$ cat src/inc/efi_pkg.sv
// Constants, types and register map of the event flag and interrupt unit
package efi_pkg;
  // Clock rate and documented timing in their own units
  localparam int CLK_HZ = 10_000_000;
  localparam int PULSE_WIDTH_US = 100;
  localparam int PULSE_GAP_US = 1000;
  localparam int TX_TIMEOUT_US = 1000;
  // Width rounds down, gap and timeout round up
  localparam int PULSE_CYCLES = PULSE_WIDTH_US * (CLK_HZ / 1_000_000);
  localparam int GAP_CYCLES = (PULSE_GAP_US * (CLK_HZ / 1000) + 999) / 1000;
  localparam int TX_TO_CYCLES = (TX_TIMEOUT_US * (CLK_HZ / 1000) + 999) / 1000;

  // APB register byte offsets
  localparam logic [7:0] OFS_STAT_A = 8'h00;
  localparam logic [7:0] OFS_STAT_B = 8'h04;
  localparam logic [7:0] OFS_MASK = 8'h08;
  localparam logic [7:0] OFS_CTRL = 8'h0C;
  localparam logic [7:0] OFS_LIVE = 8'h10;

  // Bit positions in event_status_word_a and the mask register
  localparam int BIT_CAN_TO = 0;
  localparam int BIT_LIN1_TO = 1;
  localparam int BIT_LIN2_TO = 2;
  localparam int BIT_SD_UNREG = 3;
  localparam int BIT_WD_FAIL = 8;
  localparam int BIT_AUX_UV = 9;
  localparam int BIT_SER_ERR = 11;
  localparam int FLAG_W = 12;
  localparam int WAKE_W = 5;
  // Control word: wake enables [4:0], LIN timeout enables [6:5], aux on [7]
  localparam int BIT_LIN1_TO_EN = 5;
  localparam int BIT_LIN2_TO_EN = 6;
  localparam int BIT_AUX_ON = 7;
  localparam int CTRL_W = 8;

  localparam logic [11:0] MASK_RST = 12'h000;
  localparam logic [7:0] CTRL_RST = 8'h7F;

  typedef enum logic [2:0] {
    MODE_SHUTDOWN = 3'b000,
    MODE_STARTUP = 3'b001,
    MODE_NORMAL = 3'b010,
    MODE_STANDBY = 3'b011,
    MODE_FLASH = 3'b100,
    MODE_RESET = 3'b101,
    MODE_SLEEP = 3'b110,
    MODE_FAILSAFE = 3'b111
  } efi_mode_e;

  typedef enum logic [1:0] {
    IRQ_IDLE = 2'b00,
    IRQ_PULSE = 2'b01,
    IRQ_GAP = 2'b10
  } efi_irq_e;

  // Raw detector levels, from outside this clock domain; tx lines low = dominant
  typedef struct packed {
    logic lin2TxIn;
    logic lin1TxIn;
    logic canTxIn;
    logic auxOv;
    logic auxUv;
    logic thermWarn;
    logic stepupOverload;
    logic stepupRunning;
    logic stepdownOverload;
    logic stepdownUnregulated;
  } efi_det_s;

  // One-cycle wake events from same-clock logic
  typedef struct packed {
    logic timerWake;
    logic lin2Wake;
    logic lin1Wake;
    logic canWake;
    logic localWake;
  } efi_wake_s;
endpackage : efi_pkg

$ cat src/rtl/efi_unit.sv
// Event flag and interrupt unit with APB register access
// What this block does
// - Interrupt pin is open drain, pulled low to request, else released high.
// - Interrupt requests only in start-up, normal, standby and flash modes.
// - CAN, LIN, local and timer wake flags interrupt whatever the mask holds; they have no mask.
// - Every event sets its flag; a low mask bit blocks the interrupt.
// - A flag stays set until a read-and-clear of its status word; reset mode also clears non-wake flags.
// - Unmasked pending events give width pulses spaced at least the gap.
// - Flags survive start-up/standby to normal and normal to standby.
// - Standby request with pending unmasked interrupt gives a fresh pulse.
// - Sleep request with pending wake flag triggers wakeup-from-sleep.
// - Reset mode clears all non-wake flags and masks every maskable event.
// - Tx held low past timeout in transceiver normal mode sets timeout flag.
// - Converter flags set on every change of their four status bits.
// - Thermal warning flag set on each warning-threshold crossing.
// - Aux undervoltage flags only when aux on; overvoltage on any change.
// - Devmode watchdog fail sets flag and gives one pulse per event.
// - Serial frame error flag set on bad clock count or clock-high select edge.
// - Wake flags need enabled sources; cleared by reading status word b.
// - Live status bits stay readable any time, independent of flags.
// - LIN tx timeout detection can be switched on or off by software.
//
// Implementation choices: the address map and register access over APB.
`timescale 1ns/1ps
module efi_unit #(
  parameter int PulseCycles = efi_pkg::PULSE_CYCLES,
  parameter int GapCycles = efi_pkg::GAP_CYCLES,
  parameter int TxToCycles = efi_pkg::TX_TO_CYCLES
) (
  input wire logic core_clk,
  input wire logic reset_n,
  input wire logic psel,
  input wire logic penable,
  input wire logic pwrite,
  input wire logic [7:0] paddr,
  input wire logic [31:0] pwdata,
  output logic [31:0] prdata,
  output logic pready,
  output logic pslverr,
  input wire efi_pkg::efi_mode_e opMode,
  input wire logic canNormal,
  input wire logic lin1Normal,
  input wire logic lin2Normal,
  input wire logic swDevCfg,
  input wire logic wdFail,
  input wire logic serialFrameErr,
  input wire logic sleepReq,
  input wire logic standbyReq,
  input wire efi_pkg::efi_det_s detIn,
  input wire efi_pkg::efi_wake_s wakeIn,
  output logic irqOutN,
  output logic irqOeN,
  output logic wakeFromSleep
);
  localparam int CW = 16;
  localparam int TW = $clog2(TxToCycles + 1);

  initial begin
    if (PulseCycles < 1 || PulseCycles >= 2 ** CW) $error("PulseCycles out of range");
    if (GapCycles < 1 || GapCycles >= 2 ** CW) $error("GapCycles out of range");
    if (TxToCycles < 1) $error("TxToCycles out of range");
  end

  typedef struct packed {
    logic [9:0] sync1;
    logic [9:0] sync2;
    logic [9:0] prev;
    logic [efi_pkg::FLAG_W-1:0] flagsA;
    logic [efi_pkg::WAKE_W-1:0] wake;
    logic [efi_pkg::FLAG_W-1:0] mask;
    logic [efi_pkg::CTRL_W-1:0] ctrl;
    logic [2:0][TW-1:0] toCnt;
    efi_pkg::efi_irq_e st;
    logic [CW-1:0] cnt;
    logic wdPend;
    logic kick;
    logic wakeSleep;
    logic oeN;
    logic [31:0] rdata;
    logic ready;
    logic slvErr;
  } efi_state_s;

  localparam efi_state_s STATE_RST = '{
    sync1: 10'h000, sync2: 10'h000, prev: 10'h000,
    flagsA: 12'h000, wake: 5'h00, mask: efi_pkg::MASK_RST,
    ctrl: efi_pkg::CTRL_RST, toCnt: '0, st: efi_pkg::IRQ_IDLE,
    cnt: 16'h0000, wdPend: 1'b0, kick: 1'b0, wakeSleep: 1'b0,
    oeN: 1'b1, rdata: 32'h0000_0000, ready: 1'b0, slvErr: 1'b0};

  logic rstMeta;
  logic rstSync;
  efi_state_s q;
  efi_state_s n;

  // Reset released through two flops
  always_ff @(posedge core_clk or negedge reset_n) begin
    if (!reset_n) begin
      rstMeta <= 1'b0;
      rstSync <= 1'b0;
    end else begin
      rstMeta <= 1'b1;
      rstSync <= rstMeta;
    end
  end

  function automatic logic isOfs(input logic [7:0] a, input logic [7:0] ofs);
    isOfs = (a[7:2] == ofs[7:2]);
  endfunction : isOfs

  logic modeOk;
  logic busDone;
  logic clrA;
  logic clrB;
  logic pendAny;
  logic [2:0] txActive;
  logic [2:0] toHit;
  logic [efi_pkg::FLAG_W-1:0] setA;
  logic [efi_pkg::WAKE_W-1:0] setB;
  logic [9:0] chg;
  logic [31:0] liveWord;

  always_comb begin
    n = q;
    modeOk = (opMode == efi_pkg::MODE_STARTUP) || (opMode == efi_pkg::MODE_NORMAL) ||
             (opMode == efi_pkg::MODE_STANDBY) || (opMode == efi_pkg::MODE_FLASH);
    // First stage feeds only the second
    n.sync1 = detIn;
    n.sync2 = q.sync1;
    n.prev = q.sync2;
    chg = q.sync2 ^ q.prev;

    // Transmit dominant timeout counters, saturating at the limit
    txActive[0] = !q.sync2[7] && canNormal;
    txActive[1] = !q.sync2[8] && lin1Normal && q.ctrl[efi_pkg::BIT_LIN1_TO_EN];
    txActive[2] = !q.sync2[9] && lin2Normal && q.ctrl[efi_pkg::BIT_LIN2_TO_EN];
    for (int i = 0; i < 3; i++) begin
      if (!txActive[i]) begin
        n.toCnt[i] = '0;
      end else if (q.toCnt[i] != TW'(TxToCycles)) begin
        n.toCnt[i] = q.toCnt[i] + TW'(1);
      end
      toHit[i] = (q.toCnt[i] == TW'(TxToCycles));
    end

    // Event sets, independent of masking
    setA = '0;
    setA[2:0] = toHit;
    setA[6:3] = chg[3:0];
    setA[7] = chg[4];
    setA[efi_pkg::BIT_WD_FAIL] = wdFail && swDevCfg;
    setA[efi_pkg::BIT_AUX_UV] = chg[5] && q.ctrl[efi_pkg::BIT_AUX_ON];
    setA[10] = chg[6];
    // Spurious frame errors at power-up are left for software to discard
    setA[efi_pkg::BIT_SER_ERR] = serialFrameErr;
    setB = wakeIn & q.ctrl[efi_pkg::WAKE_W-1:0];

    // APB: answer one cycle into the access phase; data captured for clear
    busDone = psel && penable && q.ready;
    clrA = busDone && !pwrite && isOfs(paddr, efi_pkg::OFS_STAT_A);
    clrB = busDone && !pwrite && isOfs(paddr, efi_pkg::OFS_STAT_B);
    liveWord = {22'h00_0000, 3'b000, q.sync2[6:0]};
    n.ready = psel && penable && !q.ready;
    n.slvErr = 1'b0;
    n.rdata = q.rdata;
    if (psel && penable && !q.ready) begin
      if (isOfs(paddr, efi_pkg::OFS_STAT_A)) begin
        n.rdata = {20'h0_0000, q.flagsA};
      end else if (isOfs(paddr, efi_pkg::OFS_STAT_B)) begin
        n.rdata = {27'h000_0000, q.wake};
      end else if (isOfs(paddr, efi_pkg::OFS_MASK)) begin
        n.rdata = {20'h0_0000, q.mask};
      end else if (isOfs(paddr, efi_pkg::OFS_CTRL)) begin
        n.rdata = {24'h00_0000, q.ctrl};
      end else if (isOfs(paddr, efi_pkg::OFS_LIVE)) begin
        n.rdata = liveWord;
      end else begin
        n.rdata = 32'h0000_0000;
        n.slvErr = 1'b1;
      end
    end
    if (busDone && pwrite) begin
      if (isOfs(paddr, efi_pkg::OFS_MASK)) begin
        n.mask = pwdata[efi_pkg::FLAG_W-1:0];
      end
      if (isOfs(paddr, efi_pkg::OFS_CTRL)) begin
        n.ctrl = pwdata[efi_pkg::CTRL_W-1:0];
      end
    end

    // Clear only what was read; a set in the same cycle wins
    n.flagsA = q.flagsA;
    if (clrA) begin
      n.flagsA = q.flagsA & ~q.rdata[efi_pkg::FLAG_W-1:0];
    end
    n.flagsA = n.flagsA | setA;
    n.wake = q.wake;
    if (clrB) begin
      n.wake = q.wake & ~q.rdata[efi_pkg::WAKE_W-1:0];
    end
    n.wake = n.wake | setB;
    // Only reset mode clears and masks; other mode changes keep flags
    if (opMode == efi_pkg::MODE_RESET) begin
      n.flagsA = '0;
      n.mask = efi_pkg::MASK_RST;
    end

    // Watchdog fail is a one-shot request, not a level
    pendAny = |(q.flagsA & q.mask & ~(12'h001 << efi_pkg::BIT_WD_FAIL)) || (|q.wake);
    if (setA[efi_pkg::BIT_WD_FAIL] && q.mask[efi_pkg::BIT_WD_FAIL]) begin
      n.wdPend = 1'b1;
    end
    if (standbyReq && pendAny) begin
      n.kick = 1'b1;
    end

    n.wakeSleep = sleepReq && (|q.wake);

    // Pulse timer; pending level keeps retriggering until software clears
    case (q.st)
      efi_pkg::IRQ_IDLE: begin
        if (modeOk && (pendAny || q.wdPend || q.kick)) begin
          n.st = efi_pkg::IRQ_PULSE;
          n.cnt = CW'(PulseCycles - 1);
          n.wdPend = 1'b0;
          n.kick = 1'b0;
        end
      end
      efi_pkg::IRQ_PULSE: begin
        if (q.cnt == '0) begin
          n.st = efi_pkg::IRQ_GAP;
          n.cnt = CW'(GapCycles - 1);
        end else begin
          n.cnt = q.cnt - CW'(1);
        end
      end
      efi_pkg::IRQ_GAP: begin
        if (q.cnt == '0) begin
          n.st = efi_pkg::IRQ_IDLE;
        end else begin
          n.cnt = q.cnt - CW'(1);
        end
      end
      default: begin
        n.st = efi_pkg::IRQ_IDLE;
      end
    endcase
    // Leaving an allowed mode drops a pulse in progress
    if (!modeOk && q.st == efi_pkg::IRQ_PULSE) begin
      n.st = efi_pkg::IRQ_GAP;
      n.cnt = CW'(GapCycles - 1);
    end
    n.oeN = !(n.st == efi_pkg::IRQ_PULSE);
  end

  always_ff @(posedge core_clk or negedge rstSync) begin
    if (!rstSync) begin
      q <= STATE_RST;
    end else begin
      q <= n;
    end
  end

  assign prdata = q.rdata;
  assign pready = q.ready;
  assign pslverr = q.slvErr;
  assign irqOutN = 1'b0;
  assign irqOeN = q.oeN;
  assign wakeFromSleep = q.wakeSleep;

  // Helper run counters for pulse timing checks
  logic [CW:0] lowRun;
  logic [CW:0] highRun;
  always_ff @(posedge core_clk or negedge rstSync) begin
    if (!rstSync) begin
      lowRun <= '0;
      highRun <= '1;
    end else begin
      lowRun <= q.oeN ? '0 : lowRun + (CW+1)'(1);
      highRun <= !q.oeN ? '0 : ((&highRun) ? highRun : highRun + (CW+1)'(1));
    end
  end
endmodule : efi_unit

$ cat config.mk
export PLATFORM = sky130hd
export DESIGN_NAME = efi_unit
export DESIGN_NICKNAME = d
export VERILOG_FILES = /design/src/inc/efi_pkg.sv /design/src/rtl/efi_unit.sv
export SDC_FILE = /design/constraint.sdc
export NUM_CORES = 1
export LEC_CHECK = 0
export BUFFER_PORTS_ARGS = -buffer_cell sky130_fd_sc_hd__buf_2
export CORE_MARGIN = 5
export CORE_UTILIZATION = 40
export CTS_CLUSTER_SIZE = 28
export DETAILED_ROUTE_END_ITERATION = 8
export SLEW_MARGIN = 20
export SYNTH_ARGS = -nofsm -noshare
export SYNTH_HDL_FRONTEND = slang
export SYNTH_SLANG_ARGS = --single-unit
$ cat constraint.sdc
create_clock -name core_clk -period 4.3 [get_ports core_clk]
set_clock_uncertainty 0.2 [all_clocks]
set_input_delay 0.86 -clock core_clk [delete_from_list [all_inputs] [get_ports core_clk]]
set_output_delay 0.86 -clock core_clk [all_outputs]
set_load 0.005 [all_outputs]
# Word-level counts from Yosys, hierarchy flattened
# Index checks and enable logic that the tools add are counted.
totals:
  register_bits: 164
  out_inout_bits: 37
op_classes:
  add_sub_neg: 4
  eq_ne: 23
  muxes: 35
  bitwise: 9
  reduce_logical: 43
ops:
  columns: ["operator", "n"]
  rows:
  - ["2-to-1 mux 12 bit", 7]
  - ["2-to-1 mux 14 bit", 6]
  - ["one-hot mux 16 bit (3 select lines)", 1]
  - ["adder 14 x 1 -> 14 bit, second input constant", 3]
  - ["== test 14 bit, second input constant", 3]
  - ["!= test 14 bit, second input constant", 3]
  - ["2-to-1 mux 20 bit", 2]
  - ["2-to-1 mux 16 bit", 2]
  - ["bitwise AND 12 bit", 2]
  - ["logical AND 1 bit", 19]
  - ["2-to-1 mux 18 bit", 1]
  - ["zero test 16 bit", 1]
  - ["2-to-1 mux 8 bit", 2]
  - ["subtractor 16 x 1 -> 16 bit, second input constant", 1]
  - ["== test 6 x 2 -> 1 bit, second input constant", 2]
  - ["inverter 12 bit", 1]
  - ["bitwise OR 12 bit", 1]
  - ["OR reduction 11 bit", 1]
  - ["bitwise AND 5 bit", 2]
  - ["2-to-1 mux 1 bit", 8]
  - ["zero test 1 bit", 7]
  - ["2-to-1 mux 7 bit", 1]
  - ["XOR 7 bit", 1]
  - ["== test 3 x 2 -> 1 bit, second input constant", 2]
  - ["other kinds (21)", 35]

# Logic depth before layout (Yosys ltp)
depth:
  ltp_word: 11
  ltp_mapped: 9
  depth_no_buf: 8

# Least setup slack after synthesis
# No wires, ideal clock.
synth_timing:
  path_type: "input port to flip-flop"
  from: "in paddr[5]"
  to: "reg q[126] in the netlist's numbering"
  arrival_ns: 2.299
  t_required_ns: 3.968
  setup_slack_ns: 1.669
  stages: 8
  path_buffers: 2
  cell_sequence: "or4_4 -> buf_6 -> nor3_4 -> and3_4 -> buf_8 -> nand2_2 -> a21oi_2 -> nor2_1"
synth_lines:
  columns: ["element", "line", "text"]
  rows:
  - ["start, declared", "efi_unit.sv:35", "input wire logic [7:0] paddr,"]
  - ["end signal, assigned", "efi_unit.sv:260", "q <= n;"]
  - ["end, declared", "efi_unit.sv:93", "efi_state_s q;"]

# Final worst setup path
layout_timing:
  from: "reg q[38] in the netlist's numbering"
  to: "reg q[53] in the netlist's numbering"
layout_between:
  elab_chain_cells: 4
layout_rtl:
  columns: ["element", "line", "text"]
  rows:
  - ["subtractor 16 x 1 -> 16 bit or zero test 16 bit (tied branches)", null, null]
  - ["2-to-1 mux 16 bit, on equally long branches", "efi_unit.sv:238, efi_unit.sv:230", null]
  - ["one-hot mux 16 bit (3 select lines)", "efi_unit.sv:220", "case (q.st)"]
  - ["2-to-1 mux 18 bit", "efi_unit.sv:249", "if (!modeOk && q.st == efi_pkg::IRQ_PULSE) begin"]
# Several ways; a longest one is shown, not always the timed one. The select of a mux whose other input is x is not followed.
# A chain may end at the register's enable or synchronous reset.

==> reports/results.ini <==
[status]
outcome=finished, final reports clean

[drt]
drt-pass1-iter-count=6
viasPerCell=5.23
wl_per_cell_um=16.3
via_count=5310
drtIter0Drc=390
drt_wl_total_um=16600
route.antenna.remaining_nets=0
route.detailed.drc=0

[final_layout]
fin_util=0.459
fin_area_um2=8210
diodes=0
regArea_um2=3620
layout.nets=857
syn_to_final_growth_pct=13.1
n_fill_cell=1699
multi_input_area_um2=3230
final_layout_size_suffix_gt1_frac=0.181

[clock_tree]
cts_resized=0
cts_hold_buf=1
path_clk_slew_ns=0.06
h-tree-depth=4
clock_path_buffers=2
tritoncts=done
clk-insertion-delay-late_ns=0.42
postCtsSetupRepairBufs=0
cts_made_buffers=17
cts_root_buffer=clkbuf_16
cts_sinks=144

[grt]
grt.overflow.total=0
grt_pass1_wl_um=27500
grt_pass1_vias=5282
grt_use_total=0.166
grt_max_degree=85
antenna_found_initial=1

[sta]
worst_slack_ns=1.59
hold_violations=0
setup_viol=0
hold_slack_ns=0.147
fin_crit_sh=0.631
finalCriticalPeriod_ns=2.71
worst_pin_slew_ns=0.967
drv_slew=0
fmax_ghz=0.368
setup_tns_ns=0
rsz0062_at_grt=false
max_slew_margin=0.353

[placed_design]
portBuffers=64
placed_cell_area_um2=7610
dpl_worst_slack_ns=1.21
gp_congestion=0.855
dp_hpwl_um=11300

[yosys]
syn_area_um2=7260
synth_ff_type=dfrtp_1
ys_top_cells_by_count=dfrtp_1 (136), nor2_1 (87), nand2_1 (52), a21oi_1 (41), buf_4 (33)
synth-seq-cells=144
ys_seq_area_frac=0.497
synth_async_sr_flop_share=1.00
synth_cell_type_count=74
yosys.area.top_type=dfrtp_1
syn_inst=723
yosys_warnings=0
yosysTopAreaCellShare=0.468
ys_top_cells_by_area=dfrtp_1 (47%), nor2_1 (4.5%), xor2_1 (3.5%)
synth.avg_cell_area_um2=10.0
synth_edf_count=0
yosysMostFrequentCell=dfrtp_1

[floorplan]
dieWidth_um=145
io_pins=108
initial_core_util=0.406
rows=49
dieArea_um2=21000
core_area_um2=17900
die_height_um=145

[power_and_ir_drop]
cellLeakagePower_nw=3.55
ir_worst_vdd_v=0.000283
power_density_nw_per_um2=487

[setup_path]
start_kind=flip-flop
arrival_ns=2.79
endpoint_kind=flip-flop
crit_fanout=7
critical_path_class=reg -> reg
required_ns=4.38

[min_path]
hold_class=reg -> reg

[run]
drv_cap=0

-- logic make-up after synthesis --
family,count (synthesis),share of synthesized area
and+or+nand+nor,250,0.175
AOI/OAI and AO/OA,151,0.140
DFF,144,0.497
buffers and inverters,90,0.0691
xor gates and xnor gates,40,0.0482
muxes,33,0.0470
adders and majority gates,13,0.0224
other,2,0.00103
-- area by class of cell --
cell class / instances / share of cell area
inverters: 33 / 0.0151
flip-flops and latches: 144 / 0.440
multi-input cells: 509 / 0.393
well taps: 229 / 0.0349
clock buffers: 18 / 0.0522
repair buffers: 68 / 0.0445
clock inverters: 14 / 0.0195
-- flip-flops by register name, summed over array words and instances, names as in the netlist, 7 cells and up --
signal / count
liveWord: 7
n: 13
prdata: 12
q: 106
-- layer usage --
metal	part of all wire	GRT usage	wire length, um	up-vias
met3	0.058	0.0460	959	17
li1	-	-	-	2599
met1	0.46	0.228	7680	2574
met2	0.47	0.257	7720	118
met5	0.00072	0	12	-
met4	0.012	0.0520	202	2
-- stage by stage --
| stage | total power [mW] | std cells |
|---|---|---|
| floorplan | 2.31 | 743 |
| global placement | 2.54 | 982 |
| detailed placement | 2.54 | 982 |
| CTS | 4.03 | 1015 |
| global route | 4.24 | 1015 |
| finish | 4.00 | 1015 |
-- power by group --
part | switching [mW] | total, mW | internal, mW
Clock | 0.607 | 1.47 | 0.863
Sequential | 0.115 | 1.58 | 1.47
Combinational | 0.596 | 0.952 | 0.356
Total | 1.32 | 4.00 | 2.68
-- layout by cell type, fill, tap and decap left out, types with 4 or more instances in the layout --
cell	instances
a211oi_1	11
a21oi_1	41
a21oi_2	8
a221oi_1	5
a22o_1	7
a22oi_1	5
and2_1	5
and3_1	7
and4_1	5
buf_2	64
clkbuf_16	17
clkinvlp_4	6
conb_1	22
dfrtp_1	135
dfstp_2	8
ha_1	13
inv_1	32
mux2_1	8
mux2i_1	24
nand2_1	52
nand2_2	8
nand2b_1	4
nand3_1	21
nand4_1	7
nor2_1	86
nor3_1	13
nor4_1	5
o21ai_0	23
o21ai_1	6
o22ai_1	8
o31ai_1	7
or3_1	9
xnor2_1	11
xor2_1	29
-- path summary, 6_finish.rpt --
path	to	depth (start not counted)	start	slack [ns]
max in group asynchronous	liveWord[1]	1	rstSync	2.76
setup reg to reg	q[53]	8	q[38]	1.59
hold / removal	n[143]	0	n[153]	0.15
hold reg to reg	n[143]	0	n[153]	0.15
min in group asynchronous	q[38]	0	rstSync	0.20
setup / recovery	q[53]	8	q[38]	1.59
-- critical path: stages, from the launching register on --
cell and delay (ns):
dfrtp_1 0.42, inv_1 0.09, ha_1 0.17, nor3b_2 0.40, nand4_2 0.29, o31ai_1 0.49
nor2_1 0.10, o21ai_1 0.25, o22ai_1 0.15
Note: power is estimated with default switching activity, not from simulation.
